==> config.mk <==
export PLATFORM = sky130hd
export DESIGN_NAME = mcr_modem_config
export DESIGN_NICKNAME = d
export VERILOG_FILES = /design/src/hw/mcr_modem_config.v /design/src/hw/mcr_scrambler.v
export VERILOG_INCLUDE_DIRS = /design/src /design/src/hw
export SDC_FILE = /design/constraint.sdc
export NUM_CORES = 1
export LEC_CHECK = 0
export BUFFER_PORTS_ARGS = -buffer_cell sky130_fd_sc_hd__buf_2
export CAP_MARGIN = 20
export CORE_MARGIN = 2
export CORE_UTILIZATION = 51
export DETAILED_ROUTE_END_ITERATION = 10
export MAX_ROUTING_LAYER = met4
export PLACE_DENSITY_LB_ADDON = 0.3
export SETUP_SLACK_MARGIN = 0.2
export SLEW_MARGIN = 20
export SYNTH_ARGS = -nofsm -noshare
export SYNTH_HDL_FRONTEND = slang
export SYNTH_SLANG_ARGS = --single-unit
==> constraint.sdc <==
create_clock -name core_clk -period 2.2 [get_ports core_clk]
set_input_delay 0 -clock core_clk [delete_from_list [all_inputs] [get_ports core_clk]]
set_output_delay 0 -clock core_clk [all_outputs]
set_load 0.02 [all_outputs]
==> src/hw/mcr_consts.vh <==
// Constants for the modem configuration register bank
`ifndef MCR_CONSTS_VH
`define MCR_CONSTS_VH

// Register indices and their AXI byte addresses (index times four)
`define MCR_IDX_MODEM 8'h0D
`define MCR_IDX_DEV 8'h0E
`define MCR_IDX_AFC 8'h0F
`define MCR_IDX_STATUS 8'h10
`define MCR_ADDR_MODEM 8'h34
`define MCR_ADDR_DEV 8'h38
`define MCR_ADDR_AFC 8'h3C
`define MCR_ADDR_STATUS 8'h40
`define MCR_ADDR_W 8

// Reset values
`define MCR_RST_MODEM 8'h30
`define MCR_RST_DEV 8'hE8
`define MCR_RST_AFC 8'h9C

// Field masks and positions
`define MCR_MODEM_WMASK 8'h77
`define MCR_ADC_HI 6
`define MCR_ADC_LO 4
`define MCR_SCR_BIT 2
`define MCR_FMT_HI 1
`define MCR_FMT_LO 0
`define MCR_SHAPE_BIT 7
`define MCR_TXX_HI 6
`define MCR_TXX_LO 4
`define MCR_TXM_HI 3
`define MCR_TXM_LO 0
`define MCR_SET_HI 7
`define MCR_SET_LO 6
`define MCR_RXX_HI 5
`define MCR_RXX_LO 4
`define MCR_RXM_HI 3
`define MCR_RXM_LO 0

// Encodings
`define MCR_FMT_NRZ 2'h0
`define MCR_FMT_MAN 2'h1
`define MCR_FMT_UART0 2'h2
`define MCR_FMT_UART1 2'h3
`define MCR_ADC_UNSUP 3'h0
`define MCR_ADC_FALLBACK 3'h3
`define MCR_SET_OFF 2'h0
`define MCR_SET_ONE 2'h1
`define MCR_SET_TWO 2'h2
`define MCR_PAIRS_1 3'h1
`define MCR_PAIRS_2 3'h2
`define MCR_PAIRS_4 3'h4
`define MCR_TX_OFS_LOW 5'h10
`define MCR_TX_OFS_HIGH 5'h0F
`define MCR_BAUD_DIV_LAST 3'h7
`define MCR_PN9_SEED 9'h1FF
`define MCR_RESP_OKAY 2'h0
`define MCR_RESP_SLVERR 2'h2

`endif

==> src/hw/mcr_modem_config.v <==
// Modem configuration register bank with AXI4-Lite access
//
// How it works
// - ADC divisor codes 1-7 divide 4..16; 0 acts as 3
// - Scramble enable scrambles TX and RX with x^9+x^5+1
// - Format 00 selects NRZ, 01 Manchester, reset 00
// - Formats 10/11 UART, bit clock held 0/1
// - Deviation bit 7 enables Gaussian shaping, resets 1
// - TX deviation exponent offset 16 low, 15 high band
// - Zero TX mantissa selects on-off keying
// - Settling code 0 disables frequency correction
// - Codes 1,2,3 average over 1,2,4 bit pairs
// - RX deviation uses exponent minus 3, divided by 3
// - ADC clock is four times intermediate frequency
// - Baud tick is modem clock divided by eight
`timescale 1ns/1ns
`include "mcr_consts.vh"

module mcr_modem_config (
  // Clock and reset
  input wire core_clk,
  input wire rst_n,
  // AXI4-Lite write address
  input wire [7:0] s_axi_awaddr,
  input wire s_axi_awvalid,
  output reg s_axi_awready,
  // AXI4-Lite write data
  input wire [31:0] s_axi_wdata,
  input wire [3:0] s_axi_wstrb,
  input wire s_axi_wvalid,
  output reg s_axi_wready,
  // AXI4-Lite write response
  output reg [1:0] s_axi_bresp,
  output reg s_axi_bvalid,
  input wire s_axi_bready,
  // AXI4-Lite read address
  input wire [7:0] s_axi_araddr,
  input wire s_axi_arvalid,
  output reg s_axi_arready,
  // AXI4-Lite read data
  output reg [31:0] s_axi_rdata,
  output reg [1:0] s_axi_rresp,
  output reg s_axi_rvalid,
  input wire s_axi_rready,
  // Modem timing
  input wire modem_clk_en,
  input wire bit_clk_in,
  input wire upper_band,
  output reg adc_clk_en,
  output reg adc_clk,
  output reg baud_tick,
  output reg bit_clock_output,
  // Transmit path
  input wire tx_bit,
  input wire tx_bit_valid,
  output reg tx_line,
  output reg tx_line_valid,
  // Receive path
  input wire rx_bit,
  input wire rx_bit_valid,
  output reg rx_data,
  output reg rx_data_valid,
  // Decoded configuration
  output reg manchester_mode,
  output reg uart_mode,
  output reg tx_shaping,
  output reg ook_mode,
  output reg [2:0] tx_dev_exponent,
  output reg [3:0] tx_dev_mantissa,
  output reg [4:0] tx_dev_offset,
  output reg afc_enable,
  output reg [2:0] afc_pairs,
  output reg [1:0] rx_dev_exponent,
  output reg [3:0] rx_dev_mantissa
);

  // Register storage
  reg [7:0] modem_control;
  reg [7:0] tx_deviation;
  reg [7:0] freq_correction_control;

  // Write channel holding
  reg aw_held;
  reg w_held;
  reg [7:0] aw_addr;
  reg [7:0] w_data;
  reg w_lane0;

  // Timing counters
  reg [3:0] adc_count;
  reg [2:0] baud_count;

  // Scrambler links
  wire [1:0] scr_in;
  wire [1:0] scr_valid;
  wire [1:0] scr_out;
  wire [1:0] scr_out_valid;
  wire [17:0] scr_state;

  wire scramble_enable;
  wire [1:0] data_format;
  wire [2:0] adc_code;
  wire [3:0] adc_half;
  wire do_write;
  wire [7:0] status_byte;

  // Effective ADC code, unsupported 0 falls back to 3
  function [2:0] adc_effective;
    input [2:0] code;
    begin
      adc_effective = (code == `MCR_ADC_UNSUP) ? `MCR_ADC_FALLBACK : code;
    end
  endfunction

  // Address to mapped-register check, used by both channels
  function mapped;
    input [7:0] addr;
    begin
      if (addr == `MCR_ADDR_MODEM || addr == `MCR_ADDR_DEV || addr == `MCR_ADDR_AFC || addr == `MCR_ADDR_STATUS)
        mapped = 1'b1;
      else
        mapped = 1'b0;
    end
  endfunction

  assign scramble_enable = modem_control[`MCR_SCR_BIT];
  assign data_format = modem_control[`MCR_FMT_HI:`MCR_FMT_LO];
  assign adc_code = adc_effective(modem_control[`MCR_ADC_HI:`MCR_ADC_LO]);
  // Divide by 2*code+2, so the half period is code+1 cycles
  assign adc_half = {1'b0, adc_code} + 4'h1;
  assign do_write = aw_held && w_held && !s_axi_bvalid;
  assign status_byte = {tx_line, rx_data, adc_clk, bit_clock_output,
                        ook_mode, uart_mode, manchester_mode, afc_enable};

  // Write address and data are caught independently, in either order
  always @(posedge core_clk or negedge rst_n)
  begin
    if (!rst_n)
    begin
      aw_held <= 1'b0;
      w_held <= 1'b0;
      aw_addr <= 8'h00;
      w_data <= 8'h00;
      w_lane0 <= 1'b0;
      s_axi_awready <= 1'b0;
      s_axi_wready <= 1'b0;
      s_axi_bvalid <= 1'b0;
      s_axi_bresp <= `MCR_RESP_OKAY;
    end
    else
    begin
      s_axi_awready <= !aw_held && !s_axi_awready && s_axi_awvalid;
      s_axi_wready <= !w_held && !s_axi_wready && s_axi_wvalid;
      if (s_axi_awvalid && s_axi_awready)
      begin
        aw_held <= 1'b1;
        aw_addr <= s_axi_awaddr;
      end
      if (s_axi_wvalid && s_axi_wready)
      begin
        w_held <= 1'b1;
        w_data <= s_axi_wdata[7:0];
        w_lane0 <= s_axi_wstrb[0];
      end
      if (do_write)
      begin
        aw_held <= 1'b0;
        w_held <= 1'b0;
        s_axi_bvalid <= 1'b1;
        // Status is read-only, so writing it is an error
        if (mapped(aw_addr) && aw_addr != `MCR_ADDR_STATUS)
          s_axi_bresp <= `MCR_RESP_OKAY;
        else
          s_axi_bresp <= `MCR_RESP_SLVERR;
      end
      else if (s_axi_bvalid && s_axi_bready)
        s_axi_bvalid <= 1'b0;
    end
  end

  // Register file; reserved modem bits are dropped so they read zero
  always @(posedge core_clk or negedge rst_n)
  begin
    if (!rst_n)
    begin
      modem_control <= `MCR_RST_MODEM;
      tx_deviation <= `MCR_RST_DEV;
      freq_correction_control <= `MCR_RST_AFC;
    end
    else if (do_write && w_lane0)
    begin
      if (aw_addr == `MCR_ADDR_MODEM)
        modem_control <= w_data & `MCR_MODEM_WMASK;
      else if (aw_addr == `MCR_ADDR_DEV)
        tx_deviation <= w_data;
      else if (aw_addr == `MCR_ADDR_AFC)
        freq_correction_control <= w_data;
    end
  end

  // Read channel; one read in flight at a time
  always @(posedge core_clk or negedge rst_n)
  begin
    if (!rst_n)
    begin
      s_axi_arready <= 1'b0;
      s_axi_rvalid <= 1'b0;
      s_axi_rdata <= 32'h00000000;
      s_axi_rresp <= `MCR_RESP_OKAY;
    end
    else
    begin
      s_axi_arready <= !s_axi_rvalid && !s_axi_arready && s_axi_arvalid;
      if (s_axi_arvalid && s_axi_arready)
      begin
        s_axi_rvalid <= 1'b1;
        s_axi_rresp <= mapped(s_axi_araddr) ? `MCR_RESP_OKAY : `MCR_RESP_SLVERR;
        if (s_axi_araddr == `MCR_ADDR_MODEM)
          s_axi_rdata <= {24'h000000, modem_control};
        else if (s_axi_araddr == `MCR_ADDR_DEV)
          s_axi_rdata <= {24'h000000, tx_deviation};
        else if (s_axi_araddr == `MCR_ADDR_AFC)
          s_axi_rdata <= {24'h000000, freq_correction_control};
        else if (s_axi_araddr == `MCR_ADDR_STATUS)
          s_axi_rdata <= {6'h00, scr_state, status_byte};
        else
          s_axi_rdata <= 32'h00000000;
      end
      else if (s_axi_rvalid && s_axi_rready)
        s_axi_rvalid <= 1'b0;
    end
  end

  // ADC clock: the crystal clock here is core_clk; the IF is a quarter of adc_clk
  always @(posedge core_clk or negedge rst_n)
  begin
    if (!rst_n)
    begin
      adc_count <= 4'h0;
      adc_clk <= 1'b0;
      adc_clk_en <= 1'b0;
    end
    else
    begin
      adc_clk_en <= 1'b0;
      adc_count <= adc_count + 4'h1;
      // Compared with >= so a smaller divisor takes hold without running the counter round
      if (adc_count >= adc_half - 4'h1)
      begin
        adc_count <= 4'h0;
        adc_clk <= !adc_clk;
        adc_clk_en <= !adc_clk;
      end
    end
  end

  // Baud tick every eighth modem clock enable
  always @(posedge core_clk or negedge rst_n)
  begin
    if (!rst_n)
    begin
      baud_count <= 3'h0;
      baud_tick <= 1'b0;
    end
    else
    begin
      baud_count <= baud_count + {2'h0, modem_clk_en};
      baud_tick <= modem_clk_en && (baud_count == `MCR_BAUD_DIV_LAST);
    end
  end

  // One scrambler per direction
  assign scr_in = {rx_bit, tx_bit};
  assign scr_valid = {rx_bit_valid, tx_bit_valid};
  genvar gi;
  generate
    for (gi = 0; gi < 2; gi = gi + 1)
    begin : g_scr
      mcr_scrambler u_scr (
        .core_clk(core_clk),
        .rst_n(rst_n),
        .enable(scramble_enable),
        .bit_in(scr_in[gi]),
        .bit_valid(scr_valid[gi]),
        .bit_out(scr_out[gi]),
        .bit_out_valid(scr_out_valid[gi]),
        .state(scr_state[gi * 9 + 8:gi * 9])
      );
    end
  endgenerate

  // Line coding and bit clock output
  always @(posedge core_clk or negedge rst_n)
  begin
    if (!rst_n)
    begin
      tx_line <= 1'b0;
      tx_line_valid <= 1'b0;
      rx_data <= 1'b0;
      rx_data_valid <= 1'b0;
      bit_clock_output <= 1'b0;
    end
    else
    begin
      tx_line_valid <= scr_out_valid[0];
      rx_data <= scr_out[1];
      rx_data_valid <= scr_out_valid[1];
      // Manchester XORs each bit with the bit clock phase; NRZ and UART pass bits straight
      tx_line <= (data_format == `MCR_FMT_MAN) ? (scr_out[0] ^ bit_clk_in) : scr_out[0];
      if (data_format == `MCR_FMT_UART0)
        bit_clock_output <= 1'b0;
      else if (data_format == `MCR_FMT_UART1)
        bit_clock_output <= 1'b1;
      else
        bit_clock_output <= bit_clk_in;
    end
  end

  // Decoded configuration, registered so every output is a flop
  always @(posedge core_clk or negedge rst_n)
  begin
    if (!rst_n)
    begin
      manchester_mode <= 1'b0;
      uart_mode <= 1'b0;
      tx_shaping <= 1'b1;
      ook_mode <= 1'b0;
      tx_dev_exponent <= 3'h0;
      tx_dev_mantissa <= 4'h0;
      tx_dev_offset <= `MCR_TX_OFS_LOW;
      afc_enable <= 1'b0;
      afc_pairs <= 3'h0;
      rx_dev_exponent <= 2'h0;
      rx_dev_mantissa <= 4'h0;
    end
    else
    begin
      manchester_mode <= (data_format == `MCR_FMT_MAN);
      uart_mode <= data_format[1];
      tx_shaping <= tx_deviation[`MCR_SHAPE_BIT];
      tx_dev_exponent <= tx_deviation[`MCR_TXX_HI:`MCR_TXX_LO];
      tx_dev_mantissa <= tx_deviation[`MCR_TXM_HI:`MCR_TXM_LO];
      // Exponent is reduced by this offset when scaling the reference
      tx_dev_offset <= upper_band ? `MCR_TX_OFS_HIGH : `MCR_TX_OFS_LOW;
      ook_mode <= (tx_deviation[`MCR_TXM_HI:`MCR_TXM_LO] == 4'h0);
      rx_dev_exponent <= freq_correction_control[`MCR_RXX_HI:`MCR_RXX_LO];
      rx_dev_mantissa <= freq_correction_control[`MCR_RXM_HI:`MCR_RXM_LO];
      afc_enable <= (freq_correction_control[`MCR_SET_HI:`MCR_SET_LO] != `MCR_SET_OFF);
      if (freq_correction_control[`MCR_SET_HI:`MCR_SET_LO] == `MCR_SET_OFF)
        afc_pairs <= 3'h0;
      else if (freq_correction_control[`MCR_SET_HI:`MCR_SET_LO] == `MCR_SET_ONE)
        afc_pairs <= `MCR_PAIRS_1;
      else if (freq_correction_control[`MCR_SET_HI:`MCR_SET_LO] == `MCR_SET_TWO)
        afc_pairs <= `MCR_PAIRS_2;
      else
        afc_pairs <= `MCR_PAIRS_4;
    end
  end

endmodule

==> src/hw/mcr_scrambler.v <==
// Nine-stage pseudo-random bit scrambler for one bit stream
`timescale 1ns/1ns
`include "mcr_consts.vh"

module mcr_scrambler (
  // Clock and reset
  input wire core_clk,
  input wire rst_n,
  // Control
  input wire enable,
  // Bit stream in
  input wire bit_in,
  input wire bit_valid,
  // Bit stream out
  output reg bit_out,
  output reg bit_out_valid,
  output wire [8:0] state
);

  reg [8:0] lfsr;
  wire feedback;

  // Taps for x^9 + x^5 + 1
  assign feedback = lfsr[8] ^ lfsr[4];
  assign state = lfsr;

  always @(posedge core_clk or negedge rst_n)
  begin
    if (!rst_n)
    begin
      lfsr <= `MCR_PN9_SEED;
      bit_out <= 1'b0;
      bit_out_valid <= 1'b0;
    end
    else
    begin
      bit_out_valid <= bit_valid;
      if (bit_valid)
      begin
        bit_out <= enable ? (bit_in ^ lfsr[8]) : bit_in;
      end
      // Disabled reloads the seed so both ends restart in step
      if (!enable)
      begin
        lfsr <= `MCR_PN9_SEED;
      end
      else if (bit_valid)
      begin
        lfsr <= {lfsr[7:0], feedback};
      end
    end
  end

endmodule
* Yosys cells after proc, flatten, opt, wreduce, memory -nomap -nowiden
Index checks and enable logic that the tools add are counted.
** Storage, ports and cells
- Register bits :: 145
- Memories :: 0
- Input bits :: 66
- Bits in latches :: 0
- RAM bits :: 0
- Bits in read-only memories :: 0
- Output and inout bits :: 75
** Cells by class
- Reduce and logical (&&, ||, !) cells :: 41
- Multiply operators :: 0
- Shifts and indexed selects :: 0
- Add/subtract/negate cells :: 4
- Muxes and demuxes :: 34
- Bitwise gates (word level) :: 7
- Order comparisons :: 1
- Divide/modulo/power cells :: 0
- Equality and inequality tests :: 17
** Operator list (count)
- $mux W26 :: 4
- $eq A8 B6 Y1 const B :: 6
- $mux W9 :: 4
- $mux W1 :: 18
- $eq A8 B7 Y1 const B :: 2
- $logic_and A1 B1 Y1 :: 16
- $mux W3 :: 4
- $reduce_bool A2 Y1 :: 5
- $logic_not A1 Y1 :: 8
- $ne A8 B7 Y1 const B :: 1
- $eq A2 B2 Y1 const B :: 3
- $logic_or A1 B1 Y1 :: 6
- $mux W5 :: 1
- $xor A1 B1 Y1 :: 5
- $add A3 B1 Y4 const B :: 1
- $add A4 B1 Y4 const B :: 1
- $eq A2 B1 Y1 const B :: 2
- $ge A4 B4 Y1 :: 1
- $logic_not A4 Y1 :: 1
- $mux W2 :: 2
- $mux W4 :: 1
- $ne A2 B2 Y1 const B :: 2
- $reduce_and A4 Y1 :: 1
- $sub A4 B1 Y4 const B :: 1
- other kinds (7) :: 8

* Depth between registers and ports, before layout
Gate-level depths: netlist (run 1).
- Depth after elaboration :: 8
- Mapped depth :: 7
- Mapped depth without buffers :: 6

* Modules after synthesis
Synthesis (run 1) repeated with hierarchy kept, for this count alone.
** Unflattened totals
- Cells, all modules :: 385
- Area, all modules :: 5351.4 um2
** Modules (own cells, without submodules)
- mcr_modem_config :: area an instance 4408.0 um2, instances 1, cells an instance 313, seq. area each 2817.7 um2
- mcr_scrambler :: area an instance 471.7 um2, instances 2, cells an instance 36, seq. area each 286.5 um2

* Worst setup path after synthesis (run 1)
OpenSTA, ideal clock, no wires.
- Path type :: reg2reg
- Start point :: reg modem_control[4]
- End point :: reg adc_clk
- Buffers on the path :: 0
- Slack :: 435 ps
- Period minus slack after synthesis :: 1765 ps
- Arrival :: 1633 ps
- Cell stages (with the launch flop) :: 7
- Cell sequence :: dfstp_2 > o21bai_1 > ha_1 > nand2b_1 > a21o_1 > a211o_1 > xor2_1
** Between the ends
- Longest elaborated chain between the ends :: 5
** Ends and longest elaborated chain
- start: declaration :: line mcr_modem_config.v:78 : reg [7:0] modem_control;
- start signal: assignment :: line mcr_modem_config.v:186 : modem_control <= `MCR_RST_MODEM;
- start signal: assignment :: line mcr_modem_config.v:193 : modem_control <= w_data & `MCR_MODEM_WMASK;
- $logic_not A3 Y1 (no source line)
- $mux W3 * :: line mcr_modem_config.v:111 : adc_effective = (code == `MCR_ADC_UNSUP) ? `MCR_ADC_FALLBACK : code;
- $add A3 B1 Y4 * :: line mcr_modem_config.v:130 : assign adc_half = {1'b0, adc_code} + 4'h1;
- $sub A4 B1 Y4 * :: line mcr_modem_config.v:248 : if (adc_count >= adc_half - 4'h1)
- $ge A4 B4 Y1 * :: line mcr_modem_config.v:248
- end signal: assignment :: line mcr_modem_config.v:251 : adc_clk <= !adc_clk;
- end: declaration :: line mcr_modem_config.v:50 : output reg adc_clk,
Mark *: on every way between the ends. The rest lies on a longest branch, timed or not.
A chain may end at the register's enable or synchronous reset.

* Worst setup path after layout (run 1)
- Start point :: in s_axi_araddr[3]
- End point :: reg s_axi_rdata[6]
** Between the ends
- Longest elaborated chain between the ends :: 5
- Elaborated cells between the ends (all ways) :: 8
** Ends and longest elaborated chain
- start: declaration :: line mcr_modem_config.v:37 : input wire [7:0] s_axi_araddr,
- $eq A8 B7 Y1 (no source line)
- $mux W26 :: line mcr_modem_config.v:224 : else if (s_axi_araddr == `MCR_ADDR_STATUS)
- $mux W26 :: line mcr_modem_config.v:222 : else if (s_axi_araddr == `MCR_ADDR_AFC)
- $mux W26 :: line mcr_modem_config.v:220 : else if (s_axi_araddr == `MCR_ADDR_DEV)
- $mux W26 * :: line mcr_modem_config.v:218 : if (s_axi_araddr == `MCR_ADDR_MODEM)
- end signal: assignment :: line mcr_modem_config.v:219 : s_axi_rdata <= {24'h000000, modem_control};
- end signal: assignment :: line mcr_modem_config.v:221 : s_axi_rdata <= {24'h000000, tx_deviation};
- end signal: assignment :: line mcr_modem_config.v:223 : s_axi_rdata <= {24'h000000, freq_correction_control};
- end: declaration :: line mcr_modem_config.v:41 : output reg [31:0] s_axi_rdata,
Marked as above.

==> results of run 1 <==
## metrics by stage
step	instance area, µm²	instances	power, µW
6_report	6980	689	7270
5_1_grt	6980	689	7600
4_1_cts	6970	689	7330
3_5_place_dp	5950	619	4270
3_3_place_gp	5950	619	4200
2_1_floorplan	5360	399	3880
## state kept, by name, indices dropped and copies added (netlist names), 4 cells and up
name	cells
tx_dev_mantissa	4
g_scr.u_scr.state	18
tx_deviation	8
s_axi_rdata	26
modem_control	6
freq_correction_control	8
rx_dev_mantissa	4
aw_addr	8
w_data	8
adc_count	4
## cells by family (layout without fill, tap and decap cells)
family,Yosys count,in the layout,share of synthesized area
AO/OA/AOI/OAI,64,64,0.0880
other,1,8,0.000703
adder cells (fa/ha/maj),6,6,0.0141
multiplexers,59,59,0.120
flip-flops,134,134,0.636
buffers and inverters,35,189,0.0359
XOR/XNOR,8,8,0.0131
AND/OR/NAND/NOR,85,85,0.0924
## final timing paths
| path | end | slack [ns] | depth (start not counted) |
|---|---|---|---|
| max | s_axi_rdata[6] | 0.30 | 7 |
| min | g_scr[0].u_scr.state[4] | 0.09 | 2 |
| max reg2reg | adc_clk | 0.36 | 6 |
| min reg2reg | tx_line_valid | 0.35 | 0 |
| max in group asynchronous | tx_deviation[5] | 1.70 | 3 |
| min in group core_clk | tx_dev_offset[4] | 0.13 | 3 |
## synthesized netlist by cell type, types with 2 or more instances
cell type	number
dfrtp_1	104
mux2_2	40
dfstp_2	30
nand2_1	29
a22o_1	20
mux2i_1	19
nor2_1	16
buf_4	13
o21ai_0	13
a21oi_1	10
inv_1	9
clkbuf_1	7
ha_1	6
nand2b_1	5
nor2b_1	4
nor3b_1	4
xnor2_1	4
xor2_1	4
a221o_1	3
a221oi_1	3
buf_2	3
nand4_1	3
nor3_1	3
nor4_1	3
o2bb2ai_1	3
a31oi_1	2
a32o_1	2
and2_1	2
and4b_1	2
buf_1	2
nand3_1	2
nand3b_2	2
nand4b_1	2
## where the power goes
part / internal, µW / switching, µW
clock: 1950 / 1030
combinational: 533 / 559
sequential: 2860 / 332
## what timing repair did
action                     CTS  global route
setup endpoints to repair    0             2
gates resized for setup      0             2
hold endpoints to repair   177             0
hold buffers                38             0
## cell type report
| type | count | area [µm²] |
|---|---|---|
| flip-flops and latches | 134 | 3390 |
| fillers | 734 | 3250 |
| multi-input cells | 230 | 1780 |
| repair buffers | 148 | 975 |
| clock buffers | 19 | 422 |
| clock inverters | 13 | 208 |
| well taps | 136 | 170 |
| inverters | 9 | 33.8 |
## worst max-delay path, cell delays in order
cell and delay [ns]:
dlygate4sd3_1 0.52, buf_2 0.29, nand2b_1 0.36, o21ai_0 0.17, a221oi_1 0.28, a21boi_0 0.12, dlygate4sd3_1 0.57
## routing by layer
metal / wire length [µm] / global-route usage / vias up
met5: 0 / - / -
li1: - / - / 1684
met4: 133 / 0.0752 / 0
met3: 662 / 0.0674 / 9
met1: 4970 / 0.296 / 1810
met2: 5450 / 0.322 / 133
==> out/metrics.yaml, run 1 <==
logic_synthesis:
  syn_area_um2: 5330
  yosysWarnings: 0
  synth_area_leaders: "dfrtp_1, dfstp_2, mux2_2, mux2i_1, a22o_1"
  postSynthAreaPerCell_um2: 13.6
  seq_area_frac_synth: 0.636
  synth_async_sr_flop_share: 1.00
  synth_top_area_share: 0.488
  syn-instance-count: 392
  synth_flop_cell: "dfrtp_1"
  synth-seq-cells: 134
  synth_area_leader_cell: "dfrtp_1"
  ys_types: 51
  synth-edff-count: 0
finish:
  layout-drive-gt1-share: 0.398
  areaGrowthSynthToFinish_pct: 30.8
  nets: 612
  layout_common_cells: "dfrtp_1, buf_2, mux2_2"
  antenna_cells: 0
  final_util: 0.682
critical_path:
  endpoint_kind: "flip-flop"
  start_kind: "input port"
  path_class: "input port to flip-flop"
  required_ns: 2.61
  critical_path_arrival_ns: 2.31
  setup.worst_path.start: "s_axi_araddr[3]"
  r2r_start: "modem_control[4]"
  cp_max_fo: 12
route:
  avgViaCountPerCell: 5.28
  antenna_left: 0
  vias: 3636
  drc: 0
  drt-pass1-iter-count: 4
  post_drt_wl_per_cell_um: 16.3
  wl_um: 11200
  drtIter0Drc: 245
cts:
  numCtsBuffers: 17
  cts_setup_buffers: 0
  root_buffer: "clkbuf_8"
  clock_latency_ns: 0.53
  cts_tree: "done"
  clkTransAtPathRegs_ns: 0.06
  htreeDepth: 4
  clock-sinks: 134
  cts.path.max_buffers: 2
die:
  core_um2: 10200
  initial_core_util: 0.521
  die_area_um2: 11300
  pin_count: 141
  die_h_um: 106
  rows: 37
  dieWidth_um: 106
place:
  preCtsSetupSlack_ns: 0.361
  portBuffers: 105
  gp_congestion: 0.754
  dp_hpwl_um: 7240
timing:
  fmax_ghz: 0.527
  relSlewSlack: 0.659
  fin_crit_ns: 1.90
  timing.final.ws_setup_ns: 0.301
  hold_violations: 0
  period_share: 0.863
  worstMarginPinSlew_ns: 0.510
  fin_setup_tns_ns: 0
  slew_viol_final: 0
  setup_viol: 0
  skew_ns: 0.00661
  rsz0062_at_grt: "false"
  whs_ns: 0.0897
grt:
  antenna_found_initial: 0
  grt_pass1_wl_um: 18000
  grt_max_degree: 66
  overflow: 0
  grt_pass1_vias: 3511
  grt_usage: 0.220
hold_path:
  hold_class: "input port to async pin"
power_and_ir_drop:
  powerDensity_nw_per_um2: 1040
  p_leak_uw: 0.00343
  ir_worst_vdd_mv: 0.785
outcome:
  status: "finished clean"
run:
  maxCapViolations: 0
(Power assumes the default switching activity.)
==> inputs of run 2 (changes only) <==
PLACE_DENSITY = 0.83   (was not set)
PLACE_DENSITY_LB_ADDON = not set   (was 0.3)
==> out/metrics.yaml, run 2 (synthesis results as in run 1) <==
timing:
  relSlewSlack: 0.528
  fmax_ghz: 0.530
  slew_viol_final: 0
  skew_ns: 0.00849
  worstMarginPinSlew_ns: 0.708
  fin_setup_tns_ns: 0
  fin_crit_ns: 1.89
  timing.final.ws_setup_ns: 0.312
  hold_violations: 0
  period_share: 0.858
  setup_viol: 0
  rsz0062_at_grt: "false"
cts:
  clock_latency_ns: 0.52
  ctsResizeCount: 0
  numCtsBuffers: 17
  cts_tree: "done"
  clkTransAtPathRegs_ns: 0.06
  htreeDepth: 4
  cts_setup_buffers: 0
  root_buffer: "clkbuf_8"
  clock-sinks: 134
  cts.path.max_buffers: 2
route:
  routed-wl-met3_um: 629
  wl_um: 11600
  wl_met1_um: 5050
  vias: 3690
  dr_wl_met2_um: 5690
  drtIter0Drc: 258
  routed.top_layer: "met4"
  antenna_left: 0
  drt-pass1-iter-count: 4
  post_drt_wl_per_cell_um: 16.9
  drc: 0
  avgViaCountPerCell: 5.37
critical_path:
  start_kind: "flip-flop"
  cp_max_fo: 6
  required_ns: 2.60
  endpoint_kind: "flip-flop"
  critical_path_arrival_ns: 2.29
  path_class: "flip-flop to flip-flop"
grt:
  grt_max_degree: 55
  grt_pass1_vias: 3769
  grt_pass1_wl_um: 19300
  antenna_found_initial: 0
  overflow: 0
  grt_usage: 0.230
finish:
  final_util: 0.677
  areaGrowthSynthToFinish_pct: 29.8
  registers.top_by_ff_count: "s_axi_rdata"
  layout-drive-gt1-share: 0.396
  fin_area_um2: 6920
  nets: 610
  nFillCells: 723
  layout_common_cells: "dfrtp_1, buf_2, mux2_2"
  antenna_cells: 0
  largest_register_ffs: 26
place:
  dp_hpwl_um: 7630
  dpl_cell_area_um2: 5950
  portBuffers: 105
  gp_congestion: 0.790
  preCtsSetupSlack_ns: 0.325
die:
  pin_count: 141
  initial_core_util: 0.521
  die_h_um: 106
  rows: 37
  dieWidth_um: 106
  core_um2: 10200
  die_area_um2: 11300
power_and_ir_drop:
  ir_worst_vdd_mv: 0.644
  powerDensity_nw_per_um2: 1030
  p_leak_uw: 0.00340
  power_uw: 7160
outcome:
  status: "finished clean"
hold_path:
  hold_class: "input port to flip-flop"
run:
  maxCapViolations: 0
run 2: changes by cell type in the layout (fill, tap and decap cells not counted), sizes merged:
cell	previous run	this run
buf	111	110
bufinv	5	3
clkbuf	19	24
clkinv	4	3
clkinvlp	4	2
dlymetal6s4s	1	0
run 2: through the flow:
step           std cells  hold slack [ns]
2_1_floorplan        399           -0.296
3_3_place_gp         619           0.0837
3_5_place_dp         619           0.0919
4_1_cts              686          0.00548
5_1_grt              687           0.0565
6_report             687           0.0490
run 2: timing repair:
action	in CTS	in global routing
hold endpoints to repair	109	2
endpoints found under the setup margin	0	1
hold buffers	35	2
run 2: area by class of cell:
cell class | count | area [µm²] | area share
Multi-Input combinational cell | 230 | 1780 | 0.257
Inverter | 9 | 33.8 | 0.00488
Timing Repair Buffer | 146 | 938 | 0.136
Sequential cell | 134 | 3390 | 0.490
Tap cell | 136 | 170 | 0.0246
Clock buffer | 24 | 490 | 0.0709
Clock inverter | 8 | 120 | 0.0174
run 2: where the power goes:
group / switching [µW] / internal (µW)
logic: 570 / 525
clock network: 981 / 1870
registers: 353 / 2860
total: 1900 / 5260
run 2: final timing paths:
check / startpoint / endpoint / slack (ns) / depth (start not counted)
hold reg to reg: g_scr[1].u_scr.bit_out_valid / rx_data_valid / 0.35 / 0
hold / removal: s_axi_araddr[4] / s_axi_rdata[0] / 0.05 / 4
setup / recovery: modem_control[4] / adc_clk / 0.31 / 6
max in group asynchronous: rst_n / tx_deviation[3] / 1.28 / 3
setup reg to reg: modem_control[4] / adc_clk / 0.31 / 6
min in group asynchronous: rst_n / s_axi_rdata[11] / 0.07 / 2
run 2: worst max-delay path, cell delays in order (launching register included):
cell and delay (ns):
dfstp_2 0.55, o21bai_1 0.12, ha_1 0.24, nand2b_1 0.14
a21o_1 0.19, a211o_1 0.37, xor2_1 0.16
run 2: metal layers:
layer  vias to the layer above  GRT usage
li1                       1673          -
met1                      1851      0.294
met2                       142      0.351
met3                        24     0.0625
met4                         0     0.0940
met5                         -          -
